==> src/core/esdd_map.svh <==
// Constants for the emergency-stop and servo-disable delay block
// ===========================================================
// Notes on behaviour
// - Immediate-stop fault starts axis disable delay
// - Withdrawn enable request starts disable delay
// - Delay running: standstill drops servo enable
// - Expiry drops enable; 0.1 s, 0.02..1000
// - Already stationary at trigger: drop at once
// - Early drop while moving forces setpoint zero
// - High request enters emergency-stop condition
// - Low request alone does not clear condition
// - Clear needs acknowledge first, then reset
// - Reset without acknowledge changes nothing
// - Clear restores enable, ready, alarm, abort
`ifndef ESDD_MAP_SVH
`define ESDD_MAP_SVH

// ===========================================================
// Delay limits, in milliseconds
`define ESDD_DELAY_DEF_MS 20'd100
`define ESDD_DELAY_MIN_MS 20'd20
`define ESDD_DELAY_MAX_MS 20'd1000000

// ===========================================================
// Controller tick period and conversion
`define ESDD_US_PER_MS    32'd1000
`define ESDD_TICK_US      32'd1000
`define ESDD_DELAY_W      20

`endif

==> src/core/esdd_pkg.sv <==
// Types shared by the emergency-stop and servo-disable delay block
`default_nettype none
package esdd_pkg;

    // =======================================================
    // Signal groups
    typedef struct packed {
        logic request;
        logic acknowledge;
        logic reset;
    } esdd_plc_in_t;

    typedef struct packed {
        logic active;
        logic ready;
        logic pos_ctrl;
        logic alarm;
    } esdd_nc_status_t;

    // =======================================================
    // State types
    typedef enum logic [1:0] {
        ESDD_ES_IDLE   = 2'h0,
        ESDD_ES_ACTIVE = 2'h1,
        ESDD_ES_ACKED  = 2'h3
    } esdd_es_state_t;

    typedef enum logic [1:0] {
        ESDD_AX_OFF   = 2'h0,
        ESDD_AX_ON    = 2'h1,
        ESDD_AX_DELAY = 2'h3
    } esdd_ax_state_t;

endpackage
`default_nettype wire

==> src/core/esdd_axis_delay.sv <==
// Per-axis servo enable with delayed withdrawal after faults
`default_nettype none
`include "esdd_map.svh"
module esdd_axis_delay #(
    parameter int SPEED_W = 16
) (
    // Clock and reset
    input  wire logic                      sys_clk,
    input  wire logic                      sys_rst,
    // Controller cycle and configuration
    input  wire logic                      ctrl_tick,
    input  wire logic [`ESDD_DELAY_W-1:0]  delay_ticks,
    // Axis inputs
    input  wire logic                      fault_stop,
    input  wire logic                      enable_request,
    input  wire logic                      standstill,
    // Drive outputs
    output logic                           servo_enable,
    output logic                           setpoint_zero,
    output logic                           delay_running
);
    import esdd_pkg::*;

    // =======================================================
    // State and decode
    esdd_ax_state_t             state_r;
    esdd_ax_state_t             state_nxt;
    logic [`ESDD_DELAY_W-1:0]   cnt_r;
    logic                       fault_prev_r;
    logic                       req_prev_r;
    logic                       servo_en_r;
    logic                       zero_r;
    wire logic fault_rise = fault_stop & ~fault_prev_r;
    wire logic req_fall   = req_prev_r & ~enable_request;
    wire logic trigger    = fault_rise | req_fall;
    wire logic expired    = ctrl_tick && cnt_r <= `ESDD_DELAY_W'(1);

    always_comb begin
        state_nxt = state_r;
        case (state_r)
            ESDD_AX_OFF: begin
                if (enable_request && !fault_stop) begin
                    state_nxt = ESDD_AX_ON;
                end
            end
            ESDD_AX_ON: begin
                if (trigger) begin
                    state_nxt = standstill ? ESDD_AX_OFF
                                           : ESDD_AX_DELAY;
                end
            end
            ESDD_AX_DELAY: begin
                if (standstill || expired) begin
                    state_nxt = ESDD_AX_OFF;
                end
            end
            default: state_nxt = ESDD_AX_OFF;
        endcase
    end

    // =======================================================
    // Registers
    always_ff @(posedge sys_clk) begin
        if (sys_rst) begin
            state_r      <= ESDD_AX_OFF;
            cnt_r        <= '0;
            fault_prev_r <= 1'b0;
            req_prev_r   <= 1'b0;
            servo_en_r   <= 1'b0;
            zero_r       <= 1'b0;
        end else begin
            state_r      <= state_nxt;
            fault_prev_r <= fault_stop;
            req_prev_r   <= enable_request;
            servo_en_r   <= state_nxt != ESDD_AX_OFF;
            if (state_r == ESDD_AX_ON) begin
                cnt_r <= delay_ticks;
            end else if (ctrl_tick && cnt_r != '0) begin
                cnt_r <= cnt_r - `ESDD_DELAY_W'(1);
            end
            // Abrupt stop: moving axis lost its enable early
            if (state_r == ESDD_AX_DELAY && expired && !standstill) begin
                zero_r <= 1'b1;
            end else if (state_nxt == ESDD_AX_ON) begin
                zero_r <= 1'b0;
            end
        end
    end

    assign servo_enable  = servo_en_r;
    assign setpoint_zero = zero_r;
    assign delay_running = state_r == ESDD_AX_DELAY;

    // =======================================================
    // Checks
    standstill_drop_a: assert property (@(posedge sys_clk)
        disable iff (sys_rst)
        state_r == ESDD_AX_DELAY && standstill |=> !servo_enable)
        else $error("enable kept at standstill during delay");
    expiry_zero_a: assert property (@(posedge sys_clk)
        disable iff (sys_rst)
        state_r == ESDD_AX_DELAY && expired && !standstill
        |=> !servo_enable && setpoint_zero)
        else $error("expiry while moving did not zero setpoint");
    immediate_drop_a: assert property (@(posedge sys_clk)
        disable iff (sys_rst)
        state_r == ESDD_AX_ON && trigger && standstill
        |=> !servo_enable && !delay_running)
        else $error("stationary axis not dropped at once");
    trigger_start_a: assert property (@(posedge sys_clk)
        disable iff (sys_rst)
        state_r == ESDD_AX_ON && trigger && !standstill
        |=> delay_running && servo_enable && cnt_r == $past(delay_ticks))
        else $error("trigger did not start delay");
    req_fall_a: assert property (@(posedge sys_clk)
        disable iff (sys_rst)
        state_r == ESDD_AX_ON && req_fall && !standstill |=> delay_running)
        else $error("withdrawn request did not start delay");
endmodule
`default_nettype wire

==> src/core/esdd_top.sv <==
// Emergency-stop condition control and per-axis servo disable delay
`default_nettype none
`include "esdd_map.svh"
module esdd_top #(
    parameter int NUM_AXES = 4,
    parameter int SPEED_W  = 16
) (
    // Clock and reset
    input  wire logic                                 sys_clk,
    input  wire logic                                 sys_rst,
    // Controller cycle tick, one-cycle pulse
    input  wire logic                                 ctrl_tick,
    // Emergency-stop requests from the PLC program
    input  wire esdd_pkg::esdd_plc_in_t               plc_in,
    // Configuration
    input  wire logic [`ESDD_DELAY_W-1:0]             cfg_delay_ms,
    input  wire logic                                 config_apply,
    input  wire logic [SPEED_W-1:0]                   standstill_speed_band,
    // Axes and drives
    input  wire logic [NUM_AXES-1:0]                  axis_fault_stop,
    input  wire logic [NUM_AXES-1:0]                  drive_enable_request_bit,
    input  wire logic [NUM_AXES-1:0][SPEED_W-1:0]     actual_speed,
    output logic [NUM_AXES-1:0]                       servo_enable,
    output logic [NUM_AXES-1:0]                       setpoint_zero,
    output logic [NUM_AXES-1:0]                       delay_running,
    // Controller status
    output esdd_pkg::esdd_nc_status_t                 nc_status,
    output logic                                      program_interrupt,
    output logic                                      program_abort
);
    import esdd_pkg::*;

    // =======================================================
    // Elaboration checks
    if (NUM_AXES < 1 || SPEED_W < 2) begin : g_bad_param
        $error("esdd_top: NUM_AXES and SPEED_W out of range");
    end

    // =======================================================
    // Helpers
    function automatic logic in_band(input logic [SPEED_W-1:0] spd,
                                     input logic [SPEED_W-1:0] band);
        logic [SPEED_W-1:0] mag;
        mag = spd[SPEED_W-1] ? SPEED_W'(-spd) : spd;
        return mag <= band;
    endfunction

    function automatic logic [`ESDD_DELAY_W-1:0] ms_to_ticks(
        input logic [`ESDD_DELAY_W-1:0] ms);
        logic [`ESDD_DELAY_W-1:0] lim;
        logic [63:0]              t;
        lim = ms < `ESDD_DELAY_MIN_MS ? `ESDD_DELAY_MIN_MS :
              ms > `ESDD_DELAY_MAX_MS ? `ESDD_DELAY_MAX_MS : ms;
        t = (64'(lim) * 64'(`ESDD_US_PER_MS)) / 64'(`ESDD_TICK_US);
        if (t == 64'h0) begin
            t = 64'h1;
        end
        return t[`ESDD_DELAY_W-1:0];
    endfunction

    // =======================================================
    // Input synchronisers, pins from the PLC side
    logic [2:0]          plc_meta_r;
    logic [2:0]          plc_sync_r;
    logic [NUM_AXES-1:0] req_meta_r;
    logic [NUM_AXES-1:0] req_sync_r;
    logic [NUM_AXES-1:0] flt_meta_r;
    logic [NUM_AXES-1:0] flt_sync_r;

    always_ff @(posedge sys_clk) begin
        if (sys_rst) begin
            plc_meta_r <= 3'h0;
            plc_sync_r <= 3'h0;
            req_meta_r <= '0;
            req_sync_r <= '0;
            flt_meta_r <= '0;
            flt_sync_r <= '0;
        end else begin
            plc_meta_r <= {plc_in.request, plc_in.acknowledge, plc_in.reset};
            plc_sync_r <= plc_meta_r;
            req_meta_r <= drive_enable_request_bit;
            req_sync_r <= req_meta_r;
            flt_meta_r <= axis_fault_stop;
            flt_sync_r <= flt_meta_r;
        end
    end

    wire logic req_s = plc_sync_r[2];
    wire logic ack_s = plc_sync_r[1];
    wire logic rst_s = plc_sync_r[0];

    // =======================================================
    // Emergency-stop condition
    // Levels only: a held request keeps re-entering, no edge needed
    esdd_es_state_t es_r;
    esdd_es_state_t es_nxt;
    logic           abort_r;
    logic           intr_r;
    logic           active_r;

    always_comb begin
        es_nxt = es_r;
        if (ctrl_tick) begin
            case (es_r)
                ESDD_ES_IDLE: begin
                    if (req_s) begin
                        es_nxt = ESDD_ES_ACTIVE;
                    end
                end
                ESDD_ES_ACTIVE: begin
                    // Reset seen here has no effect
                    if (ack_s && !req_s) begin
                        es_nxt = ESDD_ES_ACKED;
                    end
                end
                ESDD_ES_ACKED: begin
                    if (req_s || !ack_s) begin
                        es_nxt = ESDD_ES_ACTIVE;
                    end else if (rst_s) begin
                        es_nxt = ESDD_ES_IDLE;
                    end
                end
                default: es_nxt = ESDD_ES_ACTIVE;
            endcase
        end
    end

    wire logic es_clear = es_r == ESDD_ES_ACKED && es_nxt == ESDD_ES_IDLE;
    wire logic es_enter = es_r == ESDD_ES_IDLE && es_nxt != ESDD_ES_IDLE;

    always_ff @(posedge sys_clk) begin
        if (sys_rst) begin
            es_r     <= ESDD_ES_IDLE;
            active_r <= 1'b0;
            abort_r  <= 1'b0;
            intr_r   <= 1'b0;
        end else begin
            es_r     <= es_nxt;
            active_r <= es_nxt != ESDD_ES_IDLE;
            abort_r  <= es_clear;
            intr_r   <= es_enter;
        end
    end

    // Ready, position control and alarm all follow the condition
    assign nc_status.active   = active_r;
    assign nc_status.ready    = ~active_r;
    assign nc_status.pos_ctrl = ~active_r;
    assign nc_status.alarm    = active_r;
    assign program_abort      = abort_r;
    assign program_interrupt  = intr_r;

    // =======================================================
    // Delay configuration
    // Takes effect only on apply, so a running delay is never
    // stretched or cut by an edit in progress
    logic [`ESDD_DELAY_W-1:0] delay_ticks_r;

    always_ff @(posedge sys_clk) begin
        if (sys_rst) begin
            delay_ticks_r <= ms_to_ticks(`ESDD_DELAY_DEF_MS);
        end else if (config_apply) begin
            delay_ticks_r <= ms_to_ticks(cfg_delay_ms);
        end
    end

    // =======================================================
    // Axes
    // Emergency stop acts as an immediate-stop fault on every axis;
    // clearing it lets a held request restore the enable
    wire logic [NUM_AXES-1:0] stop_lvl = flt_sync_r | {NUM_AXES{active_r}};

    for (genvar i = 0; i < NUM_AXES; i++) begin : g_axis
        esdd_axis_delay #(
            .SPEED_W (SPEED_W)
        ) u_axis (
            .sys_clk        (sys_clk),
            .sys_rst        (sys_rst),
            .ctrl_tick      (ctrl_tick),
            .delay_ticks    (delay_ticks_r),
            .fault_stop     (stop_lvl[i]),
            .enable_request (req_sync_r[i]),
            .standstill     (in_band(actual_speed[i],
                                     standstill_speed_band)),
            .servo_enable   (servo_enable[i]),
            .setpoint_zero  (setpoint_zero[i]),
            .delay_running  (delay_running[i])
        );
    end

    // =======================================================
    // Checks
    entry_on_request_a: assert property (@(posedge sys_clk)
        disable iff (sys_rst)
        ctrl_tick && req_s |=> nc_status.active ##1 nc_status.active)
        else $error("request did not enter emergency stop");
    clear_sequence_a: assert property (@(posedge sys_clk)
        disable iff (sys_rst)
        $fell(active_r) |-> $past(ack_s) && $past(rst_s)
                            && $past(es_r) == ESDD_ES_ACKED)
        else $error("condition cleared without ack then reset");
    reset_alone_a: assert property (@(posedge sys_clk)
        disable iff (sys_rst)
        es_r == ESDD_ES_ACTIVE && rst_s && !ack_s
        |=> es_r == ESDD_ES_ACTIVE)
        else $error("reset alone cleared emergency stop");
    clear_effects_a: assert property (@(posedge sys_clk)
        disable iff (sys_rst)
        es_clear |=> program_abort && nc_status.ready
                     && nc_status.pos_ctrl && !nc_status.alarm)
        else $error("clearing effects missing");
    tick_sampled_a: assert property (@(posedge sys_clk)
        disable iff (sys_rst)
        !ctrl_tick |=> es_r == $past(es_r))
        else $error("condition changed between ticks");
endmodule
`default_nettype wire

==> config.mk <==
export PLATFORM = sky130hd
export DESIGN_NAME = esdd_top
export DESIGN_NICKNAME = d
export VERILOG_FILES = /design/src/core/esdd_pkg.sv /design/src/core/esdd_axis_delay.sv /design/src/core/esdd_top.sv
export VERILOG_INCLUDE_DIRS = /design/src /design/src/core
export SDC_FILE = /design/constraint.sdc
export NUM_CORES = 1
export LEC_CHECK = 0
export BUFFER_PORTS_ARGS = -buffer_cell sky130_fd_sc_hd__buf_4
export CORE_ASPECT_RATIO = 1.4
export CORE_UTILIZATION = 40
export CTS_CLUSTER_SIZE = 14
export DETAILED_ROUTE_END_ITERATION = 10
export PLACE_DENSITY = 0.67
export SYNTH_ARGS = -nofsm -noshare
export SYNTH_HDL_FRONTEND = slang
export SYNTH_HIERARCHICAL = 1
export SYNTH_SLANG_ARGS = --single-unit
==> constraint.sdc <==
create_clock -name sys_clk -period 31.6 [get_ports sys_clk]
set_clock_uncertainty 0.1 [all_clocks]
set_input_delay 4.74 -clock sys_clk [delete_from_list [all_inputs] [get_ports sys_clk]]
set_output_delay 4.74 -clock sys_clk [all_outputs]
set_load 0.02 [all_outputs]
==> impl_metrics.ini, run 1 <==
[cells_and_area]
n_fill_cell = 5023
num_antenna_cells = 0
syn_to_final_growth_pct = 9.069
layout.nets = 2960
multiInputGateArea_um2 = 16410
final_common_cell = nor2_1
layout_common_cells = nor2_1 (255), nand2_1 (163), inv_1 (151), dfxtp_1 (151), ha_1 (143)
seq_area_um2 = 3023
fin_area_um2 = 22440
drive_above_1_share_pct = 13.18

[clocking]
cts.sinks = 151
hold_buffers = 0
clk_path_buf_depth = 2
htreeDepth = 4
post_cts_buffers = 0
cts.repair.resized = 0
cts-root-buf = clkbuf_16
clock_latency_ns = 0.44
cts_tree = done
clk_pin_slew_ns = 0.07
cts_inserted_buffers = 17

[die]
die_w_um = 193.7
io_pins = 133
core-area_um2 = 50890
rows = 98
die-area_um2 = 52350
start_util_pct = 40.43
die_h_um = 270.3

[global_route]
track_usage_pct = 22.19
grt_util_met3_pct = 2.535
use_met1_pct = 25.08
grt-ovfl-total = 0
use_met2_pct = 41.42
grt_pass1_wl_um = 97040
grt_pass1_vias = 19750
grt_max_degree = 81
antenna_found_initial = 0
busiest_layer = met2

[sta]
fmax_ghz = 0.03569
tightest_slew_ns = 0.9240
finalCriticalPeriod_ns = 28.02
slew_headroom_pct = 38.19
period_share_pct = 88.67
finalHoldViolCount = 0
fin_setup_tns_ns = 0
holdWs_ns = 0.3267
rsz0062_at_grt = false
maxSlewViolCount = 0
finalSetupViolCount = 0

[yosys]
syn_area_um2 = 20570
ys_seq_area_share_pct = 14.69
synth-edff-count = 0
syn-num-nets = 2921
async_flop_share_pct = 0
ys_warn_count = 6
synthCells = 2595
ys_ff_latch = 151
ys.flop_type = dfxtp_1
postSynthAreaPerCell_um2 = 7.927
synth_cell_type_count = 128

[placed_design]
place_congestion = 0.9305
hpwl_um = 46340
placed_area_um2 = 21870
io_buffers = 132

[critical_path]
worst_path_largest_cell_delay_ns = 0.76
worstPathMaxFanout = 14
end_kind = flop
crit_arrival_ns = 28.21
start_kind = input pin
path_class = input pin to flop
r2r_setup_slack_ns = 29.23
critPathSlowestCell = nor2_1
critical_path_required_ns = 31.79

[detailed_routing]
routedWlPerCell_um = 17.93
drtIter0Drc = 1150
dr.pass1.iters = 5
routed_wl_um = 59130
viasPerCell = 6.044
drc = 0
ant_nets = 0
dr_total_vias = 19930

[worst_hold_path]
hp-class = flop to flop

[status]
status = complete, no violations

[job]
cap_violations = 0
-- cell type report --
class | count | share of cell area, %
Tap cell | 650 | 3.625
Multi-Input combinational cell | 2171 | 73.14
Clock inverter | 15 | 0.6246
Inverter | 153 | 2.560
Clock buffer | 17 | 1.896
Sequential cell | 151 | 13.47
Timing Repair Buffer | 140 | 4.684
-- flip-flops by register name, summed over array words and instances, names as in the netlist --
name,flops
es_r,2
delay_ticks_r,20
g_axis.u_axis/cnt_r,80
plc_meta_r,3
g_axis.u_axis/state_r,8
program_abort,1
flt_meta_r,4
req_meta_r,4
g_axis.u_axis/setpoint_zero,4
g_axis.u_axis/fault_prev_r,4
flt_sync_r,4
program_interrupt,1
g_axis.u_axis/req_prev_r,4
plc_sync_r,3
req_sync_r,4
g_axis.u_axis/servo_enable,4
active_r,1
-- Yosys cell counts (all sizes together) (30+ instances only) --
master | instances | share of area, %
a211oi | 124 | 5.0
a21o | 32 | 1.2
a21oi | 143 | 3.7
a31oi | 31 | 1.0
buf | 44 | 1.4
clkbuf | 76 | 1.4
dfxtp | 151 | 15
fa | 68 | 6.6
ha | 143 | 8.7
inv | 153 | 2.8
mux2i | 33 | 1.7
nand2 | 163 | 3.0
nand2b | 40 | 1.2
nand3 | 60 | 1.6
nand4 | 40 | 1.2
nor2 | 258 | 4.7
nor2b | 46 | 1.4
nor3 | 79 | 2.2
o211ai | 34 | 1.3
o21ai | 130 | 3.6
o31ai | 40 | 1.6
or2 | 37 | 1.1
or3 | 30 | 1.0
xnor2 | 139 | 6.1
xor2 | 58 | 2.5
-- critical path: cells and delay by family --
kind / cells / cell delay, ns
AO/OA/AOI/OAI: 40 / 12.81
XOR/XNOR: 2 / 0.42
adder cells (fa/ha/maj): 6 / 2.36
AND/OR/NAND/NOR: 18 / 5.75
multiplexers: 4 / 1.62
buffers and inverters: 4 / 0.47
-- through the flow --
| step | util [%] | std cells | worst slack [ns] |
|---|---|---|---|
| finish | 44.09 | 3297 | 3.580 |
| global route | 44.09 | 3297 | 1.664 |
| CTS | 44.09 | 3297 | 3.880 |
| detailed placement | 42.98 | 3265 | 3.477 |
| global placement | 42.98 | 3265 | 4.284 |
| floorplan | - | 2595 | 7.125 |
-- path summary, 6_finish.rpt --
| kind | from | end | cells after the start |
|---|---|---|---|
| worst max-delay path | cfg_delay_ms[5] | delay_ticks_r[0] | 74 |
| worst min-delay path | es_r[0] | program_interrupt | 1 |
| worst min register to register | es_r[0] | program_interrupt | 1 |
| worst max register to register | g_axis[0].u_axis/cnt_r[16] | g_axis[0].u_axis/cnt_r[13] | 5 |
-- metal layers --
metal	part of all wire, %	vias to the layer above
met4	3.8	0
met1	41	9429
li1	-	9722
met2	51	630
met5	0	-
met3	4.4	146
-- logic make-up after synthesis --
kind of cell | synth area share (%)
XOR/XNOR | 8.552
AO/OA/AOI/OAI | 28.05
flip-flops | 14.69
AND/OR/NAND/NOR | 25.08
adder cells (fa/ha/maj) | 15.71
multiplexers | 2.378
buffers and inverters | 5.535
Power of run 1 is not shown: default switching activity piles up to over one toggle a cycle in this logic, so the estimate is an artifact.
==> inputs of run 2 (changes only) <==
- ABC_AREA: default -> 1
- PLACE_DENSITY: 0.67 -> 0.66
==> impl_metrics.ini, run 2 <==
[status]
status = complete, no violations

[global_route]
grt-ovfl-total = 0
track_usage_pct = 20.96
grt_max_degree = 51
antenna_found_initial = 0
grt_pass1_wl_um = 104800
grt_pass1_vias = 22040

[cells_and_area]
n_fill_cell = 6302
layout.nets = 4129
layout_common_cells = nand2_1 (936), inv_1 (509), nor2_1 (386)
multiInputGateArea_um2 = 17960
drive_above_1_share_pct = 18.74
seq_area_um2 = 3023
largest_reg_flops = 80
regMostFlops = g_axis.u_axis/cnt_r
syn_to_final_growth_pct = 8.530
final_common_cell = nand2_1
final_util_pct = 43.88
largest_registers = g_axis.u_axis/cnt_r (80), delay_ticks_r (20), g_axis.u_axis/state_r (8)
num_antenna_cells = 0

[yosys]
async_flop_share_pct = 0
synth-edff-count = 0
yosys-top-cells-count = nand2_1 (936), inv_1 (509), nor2_1 (386)
synth.most_common_cell = nand2_1
syn_area_um2 = 23690
ys.flop_type = dfxtp_1
ys_seq_area_share_pct = 12.76
ys_warn_count = 6
synthCells = 3719
syn-num-nets = 4045
synth_top_cells_by_area = nand2_1 (15%), dfxtp_1 (13%), inv_1 (8.1%), ha_1 (7.6%), nor2_1 (6.1%)
synth_top_area_cell = nand2_1
postSynthAreaPerCell_um2 = 6.370
netlist.area_leader.share_pct = 14.83
ys_ff_latch = 151
synth_cell_type_count = 74

[critical_path]
crit_arrival_ns = 24.80
crit_family = simple AND/OR/NAND/NOR gates
worstPathMaxFanout = 39
end_kind = flop
start_kind = input pin
critical_path_required_ns = 31.83
cp.buffers_inverters = 13
r2r-start = g_axis[3].u_axis/state_r[0]
path_class = input pin to flop
startpoint = cfg_delay_ms[2]
critPathSlowestCell = inv_2
worst_path_largest_cell_delay_ns = 0.77

[detailed_routing]
ant_nets = 0
drc = 0
dr.pass1.iters = 6
dr_total_vias = 22860
routedWlPerCell_um = 13.94
drtIter0Drc = 1196
routed_wl_um = 63630
viasPerCell = 5.008

[sta]
fin_setup_tns_ns = 0
tightest_slew_ns = 1.100
fmax_ghz = 0.04071
period_share_pct = 77.73
rsz0062_at_grt = false
finalSetupViolCount = 0
finalHoldViolCount = 0
maxSlewViolCount = 0
slew_headroom_pct = 26.17
finalCriticalPeriod_ns = 24.56
timing.final.ws_setup_ns = 7.036

[placed_design]
io_buffers = 132
hpwl_um = 52350
pre_cts_slack_ns = 6.425
place_congestion = 0.9167

[die]
die-area_um2 = 60210
die_w_um = 207.7
core-area_um2 = 58590
start_util_pct = 40.43
die_h_um = 289.9
io_pins = 133
rows = 105

[clocking]
clock_latency_ns = 0.44
htreeDepth = 4
cts_tree = done
cts_inserted_buffers = 17
clk_pin_slew_ns = 0.07
hold_buffers = 0
post_cts_buffers = 0
cts-root-buf = clkbuf_16
cts.sinks = 151
clk_path_buf_depth = 2
cts.repair.resized = 0

[worst_hold_path]
hp-class = flop to flop
hp-start = plc_meta_r[1]

[job]
cap_violations = 0
run 2: cell count changes after synthesis, moves of 45 or more:
| cell | delta |
|---|---|
| a211oi_1 | -107 |
| inv_1 | +358 |
| nand2_1 | +773 |
| nand2_2 | +134 |
| nand2_4 | +83 |
| nand3_1 | +212 |
| nand3_2 | +55 |
| nor2_1 | +131 |
| nor2_2 | +67 |
| nor2b_1 | -45 |
| xnor2_1 | -80 |
run 2: final timing paths:
check,endpoint,slack [ns],cells after the start
worst max register to register,g_axis[3].u_axis/cnt_r[17],28.72,7
worst max-delay path,delay_ticks_r[0],7.04,129
worst min register to register,plc_sync_r[1],0.30,2
worst min-delay path,plc_sync_r[1],0.30,2
run 2: final cells by class:
class | instances | area share, %
Timing Repair Buffer | 137 | 4.000
Sequential cell | 151 | 11.76
Tap cell | 749 | 3.645
Clock inverter | 12 | 0.4039
Multi-Input combinational cell | 2924 | 69.85
Clock buffer | 19 | 1.723
Inverter | 572 | 8.624
run 2: worst reg2reg max path: stages (launching register included):
cell	delay, ns
dfxtp_1	0.35
inv_1	0.06
nor2_2	0.70
inv_1	0.64
nand2_4	0.41
clkinv_2	0.29
nand2_1	0.15
a21oi_2	0.06
run 2: cell families after synthesis:
| logic type | after synthesis | synth area share (%) |
|---|---|---|
| compound gates | 364 | 9.021 |
| xor+xnor | 151 | 5.583 |
| fa+ha+maj | 211 | 13.30 |
| buf+inv | 644 | 11.44 |
| flops | 151 | 12.76 |
| mux | 4 | 0.1690 |
| simple gates | 2194 | 47.73 |
run 2: stage by stage:
step / hold slack [ns] / cell area [um^2] / cells
after detailed placement: 0.2999 / 25160 / 4533
after global placement: 0.3007 / 25160 / 4533
after CTS: 0.3097 / 25710 / 4564
final: 0.3039 / 25710 / 4564
after floorplan: 0.2883 / 23690 / 3719
after global routing: 0.3260 / 25710 / 4564
run 2: layer usage:
metal	GRT usage (%)	share of wire, %	vias to the layer above
li1	-	-	11940
met1	22.33	40	10470
met2	42.08	54	355
met3	1.851	2.8	91
met4	7.407	3.0	0
met5	0	0	-
Power of run 2 is left out for the same reason.
